## src/core/rsrtc_pkg.sv

```systemverilog
// Purpose: shared constants and types of the socket timekeeper
// Assumes: 200 MHz reference clock
// Notes: time image bit n is serial bit n, register 0 in the low byte
package rsrtc_pkg;
  // ************************************************************
  // timing
  // ************************************************************
  localparam int CLK_PERIOD_NS = 5;
  localparam int TICK_PERIOD_NS = 10_000_000;
  localparam int TICK_CYCLES = TICK_PERIOD_NS / CLK_PERIOD_NS;
  localparam int TICK_CNT_W = 32;

  // ************************************************************
  // sequence
  // ************************************************************
  localparam int SEQ_BITS = 64;
  localparam int PTR_W = 6;
  localparam logic [PTR_W-1:0] PTR_LAST = 6'h3F;
  localparam logic [PTR_W-1:0] PTR_FIRST = 6'h00;
  // bytes c5 3a a3 5c twice, byte 0 in the low bits
  localparam logic [SEQ_BITS-1:0] UNLOCK_PATTERN = 64'h5CA33AC55CA33AC5;

  // ************************************************************
  // register fields
  // ************************************************************
  localparam int HOUR_MODE12_BIT = 7;
  localparam int HOUR_PM_BIT = 5;
  localparam int DAY_RESET_GATE_BIT = 4;
  localparam int DAY_OSC_OFF_BIT = 5;
  localparam logic [7:0] HOUR24_LAST = 8'h23;
  localparam logic [7:0] HOUR12_LAST = 8'h12;
  localparam logic [7:0] HOUR12_PRE = 8'h11;
  localparam logic [7:0] SEC_LAST = 8'h59;
  localparam logic [7:0] HSEC_LAST = 8'h99;
  localparam logic [7:0] WDAY_LAST = 8'h07;
  localparam logic [7:0] MONTH_LAST = 8'h12;
  localparam logic [7:0] YEAR_LAST = 8'h99;
  localparam logic [7:0] BCD_ONE = 8'h01;
  // bits that always read zero are cleared on every load
  localparam logic [SEQ_BITS-1:0] TIME_KEEP_MASK = 64'hFF1F3F37BF7F7FFF;
  localparam logic [SEQ_BITS-1:0] TIME_RESET = 64'h0001010100000000;

  typedef struct packed {
    logic [7:0] year;
    logic [7:0] month;
    logic [7:0] date;
    logic [7:0] wday;
    logic [7:0] hour;
    logic [7:0] min;
    logic [7:0] sec;
    logic [7:0] hsec;
  } rsrtc_time_type;

  typedef struct packed {
    logic is_read;
    logic data;
  } rsrtc_event_type;

  typedef enum logic [2:0] {
    ST_MATCH = 3'b001,
    ST_XFER = 3'b010,
    ST_COMMIT = 3'b100
  } rsrtc_state_type;
endpackage

```

## src/core/rsrtc_sync.sv

```systemverilog
// Purpose: two flop synchroniser for pin levels
// Assumes: inputs are asynchronous to I_REF_CLK
// Notes: first stage is read only by the second
`timescale 1ns/100ps
module rsrtc_sync #(
  parameter int WIDTH = 1,
  parameter logic [WIDTH-1:0] RESET_VAL = '0
) (
  input wire logic i_clk,
  input wire logic i_rst,
  input wire logic [WIDTH-1:0] i_async,
  output logic [WIDTH-1:0] o_sync
);
  logic [WIDTH-1:0] stage1;

  always_ff @(posedge i_clk or posedge i_rst) begin
    if (i_rst) begin
      stage1 <= RESET_VAL;
      o_sync <= RESET_VAL;
    end else begin
      stage1 <= i_async;
      o_sync <= stage1;
    end
  end
endmodule

```

## src/core/rsrtc_fifo.sv

```systemverilog
// Purpose: small buffer with valid and ready on both sides
// Assumes: DEPTH is a power of two
// Notes: flush empties it at once
`timescale 1ns/100ps
module rsrtc_fifo #(
  parameter int WIDTH = 2,
  parameter int DEPTH = 2
) (
  input wire logic i_clk,
  input wire logic i_rst,
  input wire logic i_flush,
  input wire logic i_valid,
  output logic o_ready,
  input wire logic [WIDTH-1:0] i_data,
  output logic o_valid,
  input wire logic i_ready,
  output logic [WIDTH-1:0] o_data
);
  localparam int AW = (DEPTH > 1) ? $clog2(DEPTH) : 1;
  logic [WIDTH-1:0] mem [DEPTH];
  logic [AW-1:0] wr_ptr;
  logic [AW-1:0] rd_ptr;
  logic [AW:0] count;
  logic push;
  logic pop;

  assign o_ready = (count != AW'(0) + (AW+1)'(DEPTH)) ? 1'b1 : 1'b0;
  assign o_valid = (count != '0);
  assign o_data = mem[rd_ptr];
  assign push = i_valid & o_ready;
  assign pop = o_valid & i_ready;

  always_ff @(posedge i_clk or posedge i_rst) begin
    if (i_rst) begin
      wr_ptr <= '0;
      rd_ptr <= '0;
      count <= '0;
    end else if (i_flush) begin
      wr_ptr <= '0;
      rd_ptr <= '0;
      count <= '0;
    end else begin
      if (push) begin
        wr_ptr <= wr_ptr + AW'(1);
      end
      if (pop) begin
        rd_ptr <= rd_ptr + AW'(1);
      end
      count <= count + (AW+1)'(push) - (AW+1)'(pop);
    end
  end

  always_ff @(posedge i_clk) begin
    if (push) begin
      mem[wr_ptr] <= i_data;
    end
  end
endmodule

```

## src/core/rsrtc_top.sv

```systemverilog
// Purpose: timekeeper hidden in a memory socket, reached by read cycles
// Assumes: one reference clock; all pins asynchronous
// Notes: time advances every TICK_CYCLES clocks while the oscillator runs
// Overview of operation
// - all transfers ride on read cycles to the mated memory range.
// - direction line low writes the data-in bit, high reads onto data-out.
// - a cycle runs while both enables are low; either edge frames it.
// - access opens only after 64 matching serial write cycles.
// - first write is checked against bit 0; a match advances the pointer.
// - a mismatch freezes the pointer and later writes are ignored.
// - any read during matching aborts and rewinds the pointer.
// - pattern is C5 3A A3 5C twice, least significant bit first.
// - after unlock, 64 cycles move time bits in or out per direction.
// - cycles outside the mated range do not disturb either sequence.
// - mated memory chip enable is withheld while the sequences run.
// - enabled reset pin aborts access, registers kept; I_RST also loads TIME_RESET.
// - power-fail ignores socket cycles and aborts like the reset pin; I_CE_N still reaches O_MEM_CE_N.
// - eight 8-bit registers move from bit 0 of reg 0 to bit 7 of reg 7.
// - all time values are held in BCD.
// - hours bit 7 picks 12-hour mode; bit 5 is PM or tens-of-hours.
// - day bit 4 set ignores the reset pin; clear lets it abort.
// - day bit 5 set stops the oscillator and timekeeping.
// - unused bits of registers 1 to 6 read zero, writes accepted.
// - registers are hundredths, seconds, minutes, hours, weekday, date, month, year.
// - date rolls over on short months and leap-year February.
// - hundredths advance every ten milliseconds.
`timescale 1ns/100ps
module rsrtc_top #(
  parameter int TICK_CYCLES = rsrtc_pkg::TICK_CYCLES
) (
  input wire logic I_REF_CLK,
  input wire logic I_RST,
  input wire logic I_CE_N,
  input wire logic I_OE_N,
  input wire logic I_DIRECTION_SELECT_LINE,
  input wire logic I_SERIAL_WRITE_BIT_LINE,
  input wire logic I_UPPER_ADDRESS_RESET_N,
  input wire logic I_POWER_FAIL,
  output logic O_SERIAL_READ_BIT_LINE,
  output logic O_SERIAL_READ_BIT_LINE_OE_N,
  output logic O_MEM_CE_N,
  output logic O_UNLOCKED,
  output logic O_OSC_RUNNING
);
  import rsrtc_pkg::*;

  // ************************************************************
  // pin synchronisers
  // ************************************************************
  logic [5:0] pins_s;
  logic ce_s;
  logic oe_s;
  logic dir_s;
  logic din_s;
  logic rstpin_s;
  logic pfail_s;

  rsrtc_sync #(.WIDTH(6), .RESET_VAL(6'h2B)) u_sync (
    .i_clk(I_REF_CLK),
    .i_rst(I_RST),
    .i_async({I_CE_N, I_POWER_FAIL, I_OE_N, I_DIRECTION_SELECT_LINE,
              I_UPPER_ADDRESS_RESET_N, I_SERIAL_WRITE_BIT_LINE}),
    .o_sync(pins_s)
  );
  assign ce_s = pins_s[5];
  assign pfail_s = pins_s[4];
  assign oe_s = pins_s[3];
  assign dir_s = pins_s[2];
  assign rstpin_s = pins_s[1];
  assign din_s = pins_s[0];

  // ************************************************************
  // abort and cycle framing
  // ************************************************************
  rsrtc_time_type tk;
  rsrtc_time_type shadow;
  rsrtc_state_type state;
  logic abort;
  logic active;
  logic active_q;
  logic cyc_start;
  logic cyc_end;
  logic cyc_dir;
  logic cyc_bit;
  logic pend;
  rsrtc_event_type ev_in;
  rsrtc_event_type ev;
  logic ev_in_ready;
  logic ev_valid;
  logic ev_ready;

  assign abort = pfail_s | (~rstpin_s & ~tk.wday[DAY_RESET_GATE_BIT]);
  assign active = ~ce_s & ~oe_s & ~pfail_s;
  assign cyc_start = active & ~active_q;
  assign cyc_end = ~active & active_q;

  always_ff @(posedge I_REF_CLK or posedge I_RST) begin
    if (I_RST) begin
      active_q <= 1'b0;
    end else begin
      active_q <= active;
    end
  end

  // direction and data-in are taken when the cycle opens
  always_ff @(posedge I_REF_CLK or posedge I_RST) begin
    if (I_RST) begin
      cyc_dir <= 1'b1;
      cyc_bit <= 1'b0;
    end else if (cyc_start) begin
      cyc_dir <= dir_s;
      cyc_bit <= din_s;
    end
  end

  // finished cycle waits here until the buffer takes it
  always_ff @(posedge I_REF_CLK or posedge I_RST) begin
    if (I_RST) begin
      pend <= 1'b0;
    end else if (abort) begin
      pend <= 1'b0;
    end else if (cyc_end) begin
      pend <= 1'b1;
    end else if (ev_in_ready) begin
      pend <= 1'b0;
    end
  end

  assign ev_in.is_read = cyc_dir;
  assign ev_in.data = cyc_bit;

  rsrtc_fifo #(.WIDTH($bits(rsrtc_event_type)), .DEPTH(2)) u_buf (
    .i_clk(I_REF_CLK),
    .i_rst(I_RST),
    .i_flush(abort),
    .i_valid(pend),
    .o_ready(ev_in_ready),
    .i_data(ev_in),
    .o_valid(ev_valid),
    .i_ready(ev_ready),
    .o_data(ev)
  );

  // ************************************************************
  // unlock and transfer sequencer
  // ************************************************************
  logic [PTR_W-1:0] ptr;
  logic failed;
  logic dirty;
  logic take;

  // the commit cycle stalls the buffer
  assign ev_ready = (state != ST_COMMIT);
  assign take = ev_valid & ev_ready;

  always_ff @(posedge I_REF_CLK or posedge I_RST) begin
    if (I_RST) begin
      state <= ST_MATCH;
      ptr <= PTR_FIRST;
      failed <= 1'b0;
    end else if (abort) begin
      state <= ST_MATCH;
      ptr <= PTR_FIRST;
      failed <= 1'b0;
    end else begin
      case (state)
        ST_MATCH: begin
          if (take && ev.is_read) begin
            ptr <= PTR_FIRST;
            failed <= 1'b0;
          end else if (take && !failed) begin
            if (ev.data == UNLOCK_PATTERN[ptr]) begin
              if (ptr == PTR_LAST) begin
                state <= ST_XFER;
                ptr <= PTR_FIRST;
              end else begin
                ptr <= ptr + PTR_W'(1);
              end
            end else begin
              failed <= 1'b1;
            end
          end
        end
        ST_XFER: begin
          if (take) begin
            if (ptr == PTR_LAST) begin
              state <= ST_COMMIT;
              ptr <= PTR_FIRST;
            end else begin
              ptr <= ptr + PTR_W'(1);
            end
          end
        end
        ST_COMMIT: begin
          state <= ST_MATCH;
        end
        default: begin
          state <= ST_MATCH;
        end
      endcase
    end
  end

  // snapshot at unlock; written bits replace it in order
  always_ff @(posedge I_REF_CLK or posedge I_RST) begin
    if (I_RST) begin
      shadow <= TIME_RESET;
      dirty <= 1'b0;
    end else if (state == ST_MATCH) begin
      shadow <= tk;
      dirty <= 1'b0;
    end else if (state == ST_XFER && take && !ev.is_read) begin
      shadow[ptr] <= ev.data;
      dirty <= 1'b1;
    end
  end

  // ************************************************************
  // data-out pin and mated memory enable
  // ************************************************************
  always_ff @(posedge I_REF_CLK or posedge I_RST) begin
    if (I_RST) begin
      O_SERIAL_READ_BIT_LINE <= 1'b0;
      O_SERIAL_READ_BIT_LINE_OE_N <= 1'b1;
    end else if (abort || cyc_end) begin
      O_SERIAL_READ_BIT_LINE_OE_N <= 1'b1;
    end else if (cyc_start && dir_s && state == ST_XFER) begin
      O_SERIAL_READ_BIT_LINE <= shadow[ptr];
      O_SERIAL_READ_BIT_LINE_OE_N <= 1'b0;
    end
  end

  always_ff @(posedge I_REF_CLK or posedge I_RST) begin
    if (I_RST) begin
      O_MEM_CE_N <= 1'b1;
    end else begin
      O_MEM_CE_N <= ce_s | (state != ST_MATCH)
                    | (ptr != PTR_FIRST && !failed);
    end
  end

  assign O_UNLOCKED = (state == ST_XFER);
  assign O_OSC_RUNNING = ~tk.wday[DAY_OSC_OFF_BIT];

  // ************************************************************
  // timekeeping
  // ************************************************************
  function automatic logic [7:0] bcd_inc(input logic [7:0] v);
    if (v[3:0] == 4'h9) begin
      bcd_inc = {v[7:4] + 4'h1, 4'h0};
    end else begin
      bcd_inc = {v[7:4], v[3:0] + 4'h1};
    end
  endfunction

  function automatic logic [7:0] month_end(input logic [7:0] m, input logic [7:0] y);
    logic leap;
    leap = ~y[0] & (y[4] == y[1]);
    if (m == 8'h02) begin
      month_end = leap ? 8'h29 : 8'h28;
    end else if (m == 8'h04 || m == 8'h06 || m == 8'h09 || m == 8'h11) begin
      month_end = 8'h30;
    end else begin
      month_end = 8'h31;
    end
  endfunction

  logic [TICK_CNT_W-1:0] presc;
  logic tick;

  assign tick = (presc == TICK_CNT_W'(TICK_CYCLES - 1));

  always_ff @(posedge I_REF_CLK or posedge I_RST) begin
    if (I_RST) begin
      presc <= '0;
    end else if (tk.wday[DAY_OSC_OFF_BIT]) begin
      presc <= '0;
    end else if (tick) begin
      presc <= '0;
    end else begin
      presc <= presc + TICK_CNT_W'(1);
    end
  end

  logic c_sec;
  logic c_min;
  logic c_hour;
  logic c_day;
  logic c_month;
  logic [7:0] next_hour;

  assign c_sec = (tk.hsec == HSEC_LAST);
  assign c_min = c_sec && (tk.sec == SEC_LAST);
  assign c_hour = c_min && (tk.min == SEC_LAST);
  assign c_day = c_hour && (tk.hour[HOUR_MODE12_BIT]
                 ? (tk.hour[HOUR_PM_BIT] && tk.hour[4:0] == HOUR12_PRE[4:0])
                 : (tk.hour == HOUR24_LAST));
  assign c_month = c_day && (tk.date == month_end(tk.month, tk.year));

  always_comb begin
    next_hour = tk.hour;
    if (tk.hour[HOUR_MODE12_BIT]) begin
      if (tk.hour[4:0] == HOUR12_LAST[4:0]) begin
        next_hour[4:0] = BCD_ONE[4:0];
      end else begin
        next_hour[4:0] = 5'(bcd_inc({3'h0, tk.hour[4:0]}));
      end
      if (tk.hour[4:0] == HOUR12_PRE[4:0]) begin
        next_hour[HOUR_PM_BIT] = ~tk.hour[HOUR_PM_BIT];
      end
    end else if (tk.hour == HOUR24_LAST) begin
      next_hour = 8'h00;
    end else begin
      next_hour = bcd_inc({2'h0, tk.hour[5:0]});
    end
  end

  always_ff @(posedge I_REF_CLK or posedge I_RST) begin
    if (I_RST) begin
      tk <= TIME_RESET;
    end else if (state == ST_COMMIT && dirty && !abort) begin
      tk <= shadow & TIME_KEEP_MASK;
    end else if (tick && !tk.wday[DAY_OSC_OFF_BIT]) begin
      tk.hsec <= c_sec ? 8'h00 : bcd_inc(tk.hsec);
      if (c_sec) begin
        tk.sec <= c_min ? 8'h00 : bcd_inc(tk.sec);
      end
      if (c_min) begin
        tk.min <= c_hour ? 8'h00 : bcd_inc(tk.min);
      end
      if (c_hour) begin
        tk.hour <= next_hour;
      end
      if (c_day) begin
        tk.wday[2:0] <= (tk.wday[2:0] == WDAY_LAST[2:0]) ? BCD_ONE[2:0]
                        : tk.wday[2:0] + 3'h1;
        tk.date <= c_month ? BCD_ONE : bcd_inc(tk.date);
      end
      if (c_month) begin
        tk.month <= (tk.month == MONTH_LAST) ? BCD_ONE : bcd_inc(tk.month);
        if (tk.month == MONTH_LAST) begin
          tk.year <= (tk.year == YEAR_LAST) ? 8'h00 : bcd_inc(tk.year);
        end
      end
    end
  end
endmodule

```

## config.mk

```make
export PLATFORM = sky130hd
export DESIGN_NAME = rsrtc_top
export DESIGN_NICKNAME = d
export VERILOG_FILES = /design/src/core/rsrtc_pkg.sv /design/src/core/rsrtc_sync.sv /design/src/core/rsrtc_fifo.sv /design/src/core/rsrtc_top.sv
export SDC_FILE = /design/constraint.sdc
export NUM_CORES = 1
export LEC_CHECK = 0
export BUFFER_PORTS_ARGS = -buffer_cell sky130_fd_sc_hd__buf_2
export CORE_MARGIN = 2
export CORE_UTILIZATION = 50
export DETAILED_ROUTE_END_ITERATION = 10
export GPL_TIMING_DRIVEN = 0
export HOLD_SLACK_MARGIN = 0.15
export PLACE_DENSITY = 0.68
export RECOVER_POWER = 50
export SLEW_MARGIN = 20
export SYNTH_ARGS = -nofsm -noshare
export SYNTH_HDL_FRONTEND = slang
export SYNTH_SLANG_ARGS = --single-unit
```

## constraint.sdc

```tcl
create_clock -name I_REF_CLK -period 5.35 [get_ports I_REF_CLK]
set_input_delay 0.2675 -clock I_REF_CLK [delete_from_list [all_inputs] [get_ports I_REF_CLK]]
set_output_delay 0.2675 -clock I_REF_CLK [all_outputs]
set_load 0.005 [all_outputs]
```

### Word level (Yosys, flattened, before mapping)

Memories as Yosys holds them, arrays and structs flattened.
Index checks and enable logic that the tools add are counted.

| storage, ports and cells | value |
|---|---|
| register bits after elaboration | 191 |
| bits in writable memories | 4 |
| memory bits (read-only) | 64 |
| input port bits | 8 |
| output and inout port bits | 5 |
| logic and storage cells | 282 |
| memories | 2 |

| operators by class | value |
|---|---|
| add/subtract/negate cells | 22 |
| order comparisons | 2 |
| equality and inequality tests | 44 |
| multiplexer cells | 80 |
| bitwise logic cells | 22 |
| reductions and logical operators | 67 |

Memory list:

| memory | words | bits a word | read ports | clocked after memory_dff | wr ports | line | RTL |
|---|---|---|---|---|---|---|---|
| (name not given) | 64 | 1 | 1 | 0 | 0 | rsrtc_top.sv:172 | `if (ev.data == UNLOCK_PATTERN[ptr]) begin` |
| u_buf.mem | 2 | 2 | 1 | 0 | 1 | rsrtc_fifo.sv:20 | `logic [WIDTH-1:0] mem [DEPTH];` |

Operator list:

| cell | number |
|---|---|
| $mux W8 | 18 |
| $mux W64 | 2 |
| $mux W35 | 2 |
| $bwmux W64 | 1 |
| $mux W32 | 2 |
| $add A4 B1 Y4 const B | 13 |
| $mux W24 | 2 |
| $mux W6 | 7 |
| $add A32 B1 Y32 const B | 1 |
| $eq A32 B21 Y1 const B | 1 |
| $eq A4 B4 Y1 const B | 7 |
| $mux W3 | 9 |
| $reduce_bool A3 Y1 | 9 |
| $mux W1 | 26 |
| $reduce_bool A2 Y1 | 13 |
| $reduce_and A3 Y1 | 7 |
| $ne A3 B3 Y1 const B | 6 |
| $eq A8 B3 Y1 const B | 2 |
| $eq A8 B5 Y1 const B | 2 |
| $eq A8 B7 Y1 const B | 2 |
| $eq A8 B8 Y1 const B | 2 |
| $logic_and A1 B1 Y1 | 16 |
| $mux W16 | 1 |
| $reduce_and A4 Y1 | 4 |
| other kinds (39) | 82 |

### Logic depth before layout (Yosys ltp)

| depth | value |
|---|---|
| word-level depth | 12 |
| mapped depth | 12 |

### Hierarchy

A second synthesis with hierarchy kept.

| second synthesis, totals | value |
|---|---|
| cell total of the unflattened synthesis | 1236 |
| area total of the unflattened synthesis | 11093.1 µm² |

Modules (own cells, without submodules):

| module | times used | cells an instance | area each (µm²) |
|---|---|---|---|
| rsrtc_top | 1 | 1193 | 10386.2 |
| rsrtc_fifo | 1 | 30 | 392.9 |
| rsrtc_sync | 1 | 13 | 314.1 |

### Worst setup path after synthesis

No wires, ideal clock.

| timing path | value |
|---|---|
| kind | reg-to-reg |
| from | reg tk[48] (netlist name) |
| to | reg tk[63] (netlist name) |
| library setup time | 0.120 ns |
| arrival | 2.381 ns |
| required time | 5.230 ns |
| setup slack | 2.850 ns |
| cell stages (with the launch flop) | 10 |
| path buffers | 3 |
| clock period less this slack | 2.500 ns |
| cell sequence | dfstp_2 -> buf_2 -> and3_1 -> buf_2 -> a22oi_1 -> or3_1 -> a2111oi_4 -> buf_6 -> o211ai_4 -> a31o_1 |

| on the way | value |
|---|---|
| cells in the longest elaborated chain, start to end | 10 |
| elaborated cells between the ends (all ways) | 16 |
| classes of those cells | eq/ne (7); mux (2); reduce/logical (7) |

Ends and longest elaborated chain:

| item | line | RTL |
|---|---|---|
| start: declaration | rsrtc_top.sv:75 | `rsrtc_time_type tk;` |
| start signal: assignment | rsrtc_top.sv:322 | `tk <= shadow & TIME_KEEP_MASK;` |
| $eq A8 B3 Y1 | rsrtc_top.sv:261 | `end else if (m == 8'h04 \|\| m == 8'h06 \|\| m == 8'h09 \|\| m == 8'h11) begin` |
| $logic_or A1 B1 Y1 (3 in a row) | rsrtc_top.sv:261 |  |
| $mux W1 | rsrtc_top.sv:261 |  |
| $mux W5 | rsrtc_top.sv:259 | `if (m == 8'h02) begin` |
| $eq A8 B8 Y1 | rsrtc_top.sv:298 | `assign c_month = c_day && (tk.date == month_end(tk.month, tk.year));` |
| $logic_and A1 B1 Y1 | rsrtc_top.sv:298 |  |
| $reduce_bool A2 Y1 (no line) | -- |  |
| $reduce_and A4 Y1 (no line) * | -- |  |

Mark *: on every way between the ends. The rest lies on a longest branch, timed or not.
A chain may end at the register's enable or synchronous reset.

### Worst setup path in the final report

| timing path | value |
|---|---|
| from | reg presc[27] |
| to | reg tk[57] (netlist name) |

| on the way | value |
|---|---|
| cells in the longest elaborated chain, start to end | 4 |

Ends and longest elaborated chain:

| item | line | RTL |
|---|---|---|
| start: declaration | rsrtc_top.sv:268 | `logic [TICK_CNT_W-1:0] presc;` |
| start signal: assignment | rsrtc_top.sv:281 | `presc <= presc + TICK_CNT_W'(1);` |
| $eq A32 B21 Y1 | rsrtc_top.sv:271 | `assign tick = (presc == TICK_CNT_W'(TICK_CYCLES - 1));` |
| $logic_and A1 B1 Y1 | rsrtc_top.sv:323 | `end else if (tick && !tk.wday[DAY_OSC_OFF_BIT]) begin` |
| $reduce_bool A2 Y1 (no line) | -- |  |
| $reduce_and A3 Y1 (no line) | -- |  |

No other way between the ends.

==> impl_metrics.toml <==
[placement]
place_area_sq_mm = 0.0117
placed_cells = 1537
port_buffers = 12
dp_hpwl_microns = 22300
gp_congestion = 0.984

[setup_path]
critPathMaxFanout = 10
cp.required_ns = 5.65
timing.critical_path.arrival_ns = 3.70
cp-end-kind = "flop"
start_kind = "flop"
critPathKind = "reg2reg"
r2r_setup_slack_ns = 1.95

[cells_and_area]
regArea_sq_mm = 0.00492
fill_cells = 2014
areaGrowthSynthToFinish_pct = 10.6
multi_input_area_sq_mm = 0.00581
drive_gt1_share_pct = 8.26
fin_nets = 1322
design_area_sq_mm = 0.0123
stdcell_count = 1576
n_antenna_cell = 0

[sta]
setup_viol = 0
slew_headroom_pct = -24.3
maxSlewViolCount = 60
min_period_ns = 3.40
clock_skew_ns = 0.0119
hold_viol_final = 0
rsz0062_at_grt = "no"
fmax_ghz = 0.294
period_share_pct = 63.5
worst-slew-pin-transition_ns = 1.86
setup_tns_ns = 0

[synthesis]
syn_area_per_cell_sq_um = 9.01
yosysSeqAreaShare_pct = 44.2
yosys_register_bits = 195
yosysMostFrequentCell = "nand2_1"
synthFlopType = "dfrtp_1"
ys_async_sr_fraction_pct = 97.9
synth_edf_count = 4
synth_cell_types = 82
syn_area_sq_mm = 0.0111
netlist_instances = 1237
ys_top_cells_by_area = "dfrtp_1 39%, mux2i_1 6.8%, nand2_1 6.0%, o21ai_0 5.3%, nor2_1 4.4%"
netlist_top_cells_count = "179 x nand2_1, 173 x dfrtp_1, 131 x nor2_1, 119 x o21ai_0, 76 x mux2i_1"
yosysWarnings = 0
syn_nets = 1276
synth_top_cell_by_area = "dfrtp_1"
synth_top_cell_area_share_pct = 38.9

[power_and_ir_drop]
internal-power_w = 0.00216
pwr-share-clk_pct = 45.1
swShare_pct = 26.0
ir_worst_vdd_mv = 0.217
power_frac_seq_pct = 51.4
p_leak_nw = 5.14
power.switching_w = 0.000760
p_comb_share_pct = 3.5
powerDensity_mw_per_mm2 = 237
power_w = 0.00292

[floorplan]
design.die.area_sq_mm = 0.0235
chipWidth_microns = 153
die_h_microns = 153
io-pin-count = 13
num_rows = 54
start_util_pct = 51.1
core_area_sq_mm = 0.0218

[worst_hold_path]
hold_class = "reg2reg"

[clock_network]
post_cts_buffers = 0
ctsRootBufferMaster = "clkbuf_16"
clkLatencyLatePin_ns = 0.45
clock-sinks = 195
cts_tree = "built"
cts_buffers = 17
cts_buffer_depth = 2
clkTransAtPathRegs_ns = 0.08
h-tree-depth = 4

[detailed_routing]
ant_nets = 0
post_drt_via_cell_ratio = 6.07
remaining_drc_errors = 0
drt-initial-drc-count = 1045
vias = 9559
first_pass_iters = 6
finalWirelength_microns = 31200
wl_per_cell_microns = 19.8

[grt]
grt_max_degree = 33
overflow = 0
first_global_vias = 9331
antenna_found_initial = 0
grt_first_pass_wirelength_microns = 50700
track_usage_pct = 27.2

[status]
violations = "max-capacitance violations, max-slew violations"
status = "finished, violations left"

[run]
drv_cap = 2
power by group through the flow:
stage / logic, W / clock network (W) / registers [W]
4_1_cts: 0.000109 / 0.00133 / 0.00150
2_1_floorplan: 0.0000602 / 0 / 0.00153
6_report: 0.000103 / 0.00132 / 0.00150
3_3_place_gp: 0.0000900 / 0 / 0.00153
3_5_place_dp: 0.000105 / 0 / 0.00153
5_1_grt: 0.000115 / 0.00140 / 0.00150
sequential cells by signal, indices dropped and copies added, names as in the netlist, 2 cells and up:
signal and flops:
shadow 64, tk 61, presc 32, ptr 6, u_sync.o_sync 6, u_sync.stage1 6, u_buf.mem 4, state 3
u_buf.count 2
timing repair:
action,CTS,global route
hold endpoints to repair,24,0
gates resized for setup,0,0
hold buffers,7,0
layer usage:
layer	routed length, microns	share of wire [%]	vias up	global-route usage (%)
li1	-	-	4482	-
met1	13600	44	4654	37.9
met2	14800	47	365	43.8
met3	2110	6.7	58	4.34
met4	764	2.4	0	8.60
met5	0	0	-	0
final timing paths:
path | endpoint | start | cells after the start
setup / recovery | tk[57] | presc[27] | 8
setup reg to reg | tk[57] | presc[27] | 8
hold reg to reg | u_sync.o_sync[4] | u_sync.stage1[4] | 0
max in group asynchronous | shadow[55] | I_RST | 5
min in group asynchronous | u_sync.o_sync[2] | I_RST | 3
hold / removal | u_sync.o_sync[4] | u_sync.stage1[4] | 0
cell usage in the layout, fill, tap and decap left out, drive strengths merged, types with 7 or more instances in the layout:
cell type / netlist / routed
and4: 7 / 7
nand3: 40 / 40
o21ai: 123 / 123
nor2: 132 / 132
nor2b: 10 / 10
nor4: 10 / 10
a31oi: 19 / 19
dfstp: 18 / 18
inv: 36 / 41
a21oi: 39 / 39
buf: 12 / 25
dlygate4sd3: 0 / 7
nand4: 18 / 18
dfrtp: 173 / 173
clkbuf: 60 / 84
nor3b: 16 / 16
nand2: 179 / 179
and2: 9 / 9
mux2i: 76 / 76
and3: 19 / 19
xor2: 23 / 23
clkinv: 0 / 7
xnor2: 13 / 13
a22o: 7 / 7
nand2b: 10 / 10
nor3: 25 / 25
ha: 31 / 31
a22oi: 19 / 19
or3: 13 / 13
stage by stage:
| stage | hold slack (ns) | setup slack [ns] | util (%) |
|---|---|---|---|
| after global placement | 0.337 | 1.39 | 53.0 |
| after CTS | 0.356 | 2.01 | 56.8 |
| final | 0.359 | 1.95 | 56.5 |
| after global routing | 0.363 | 1.40 | 56.5 |
| after floorplan | 0.272 | 2.63 | - |
| after detailed placement | 0.339 | 2.05 | 53.7 |
logic make-up after synthesis:
logic type	Yosys count	share of synthesized area (%)
AND/OR/NAND/NOR	517	22.8
XOR/XNOR	36	2.83
adder cells (fa/ha/maj)	31	3.48
multiplexers	83	7.64
buffers and inverters	108	3.81
flip-flops	195	44.2
AO/OA/AOI/OAI	267	15.3
critical path, stage by stage (launching register included):
cell and delay [ns]:
dfrtp_1 0.45, nor4_1 0.53, nand3_1 0.17, nor4_2 0.92
nand2_1 0.21, a2111oi_4 0.44, buf_6 0.23, mux2i_1 0.23
o21ai_1 0.08
final cells by class:
| type | count | share of cell area [%] |
|---|---|---|
| buffer | 72 | 2.34 |
| multi-input combinational | 934 | 47.1 |
| timing repair buffer | 27 | 1.73 |
| clock buffer | 17 | 3.45 |
| clock inverter | 15 | 1.51 |
| sequential | 195 | 39.9 |
| inverter | 36 | 1.11 |
| tap | 280 | 2.84 |
Power figures use the tool's default switching activity.
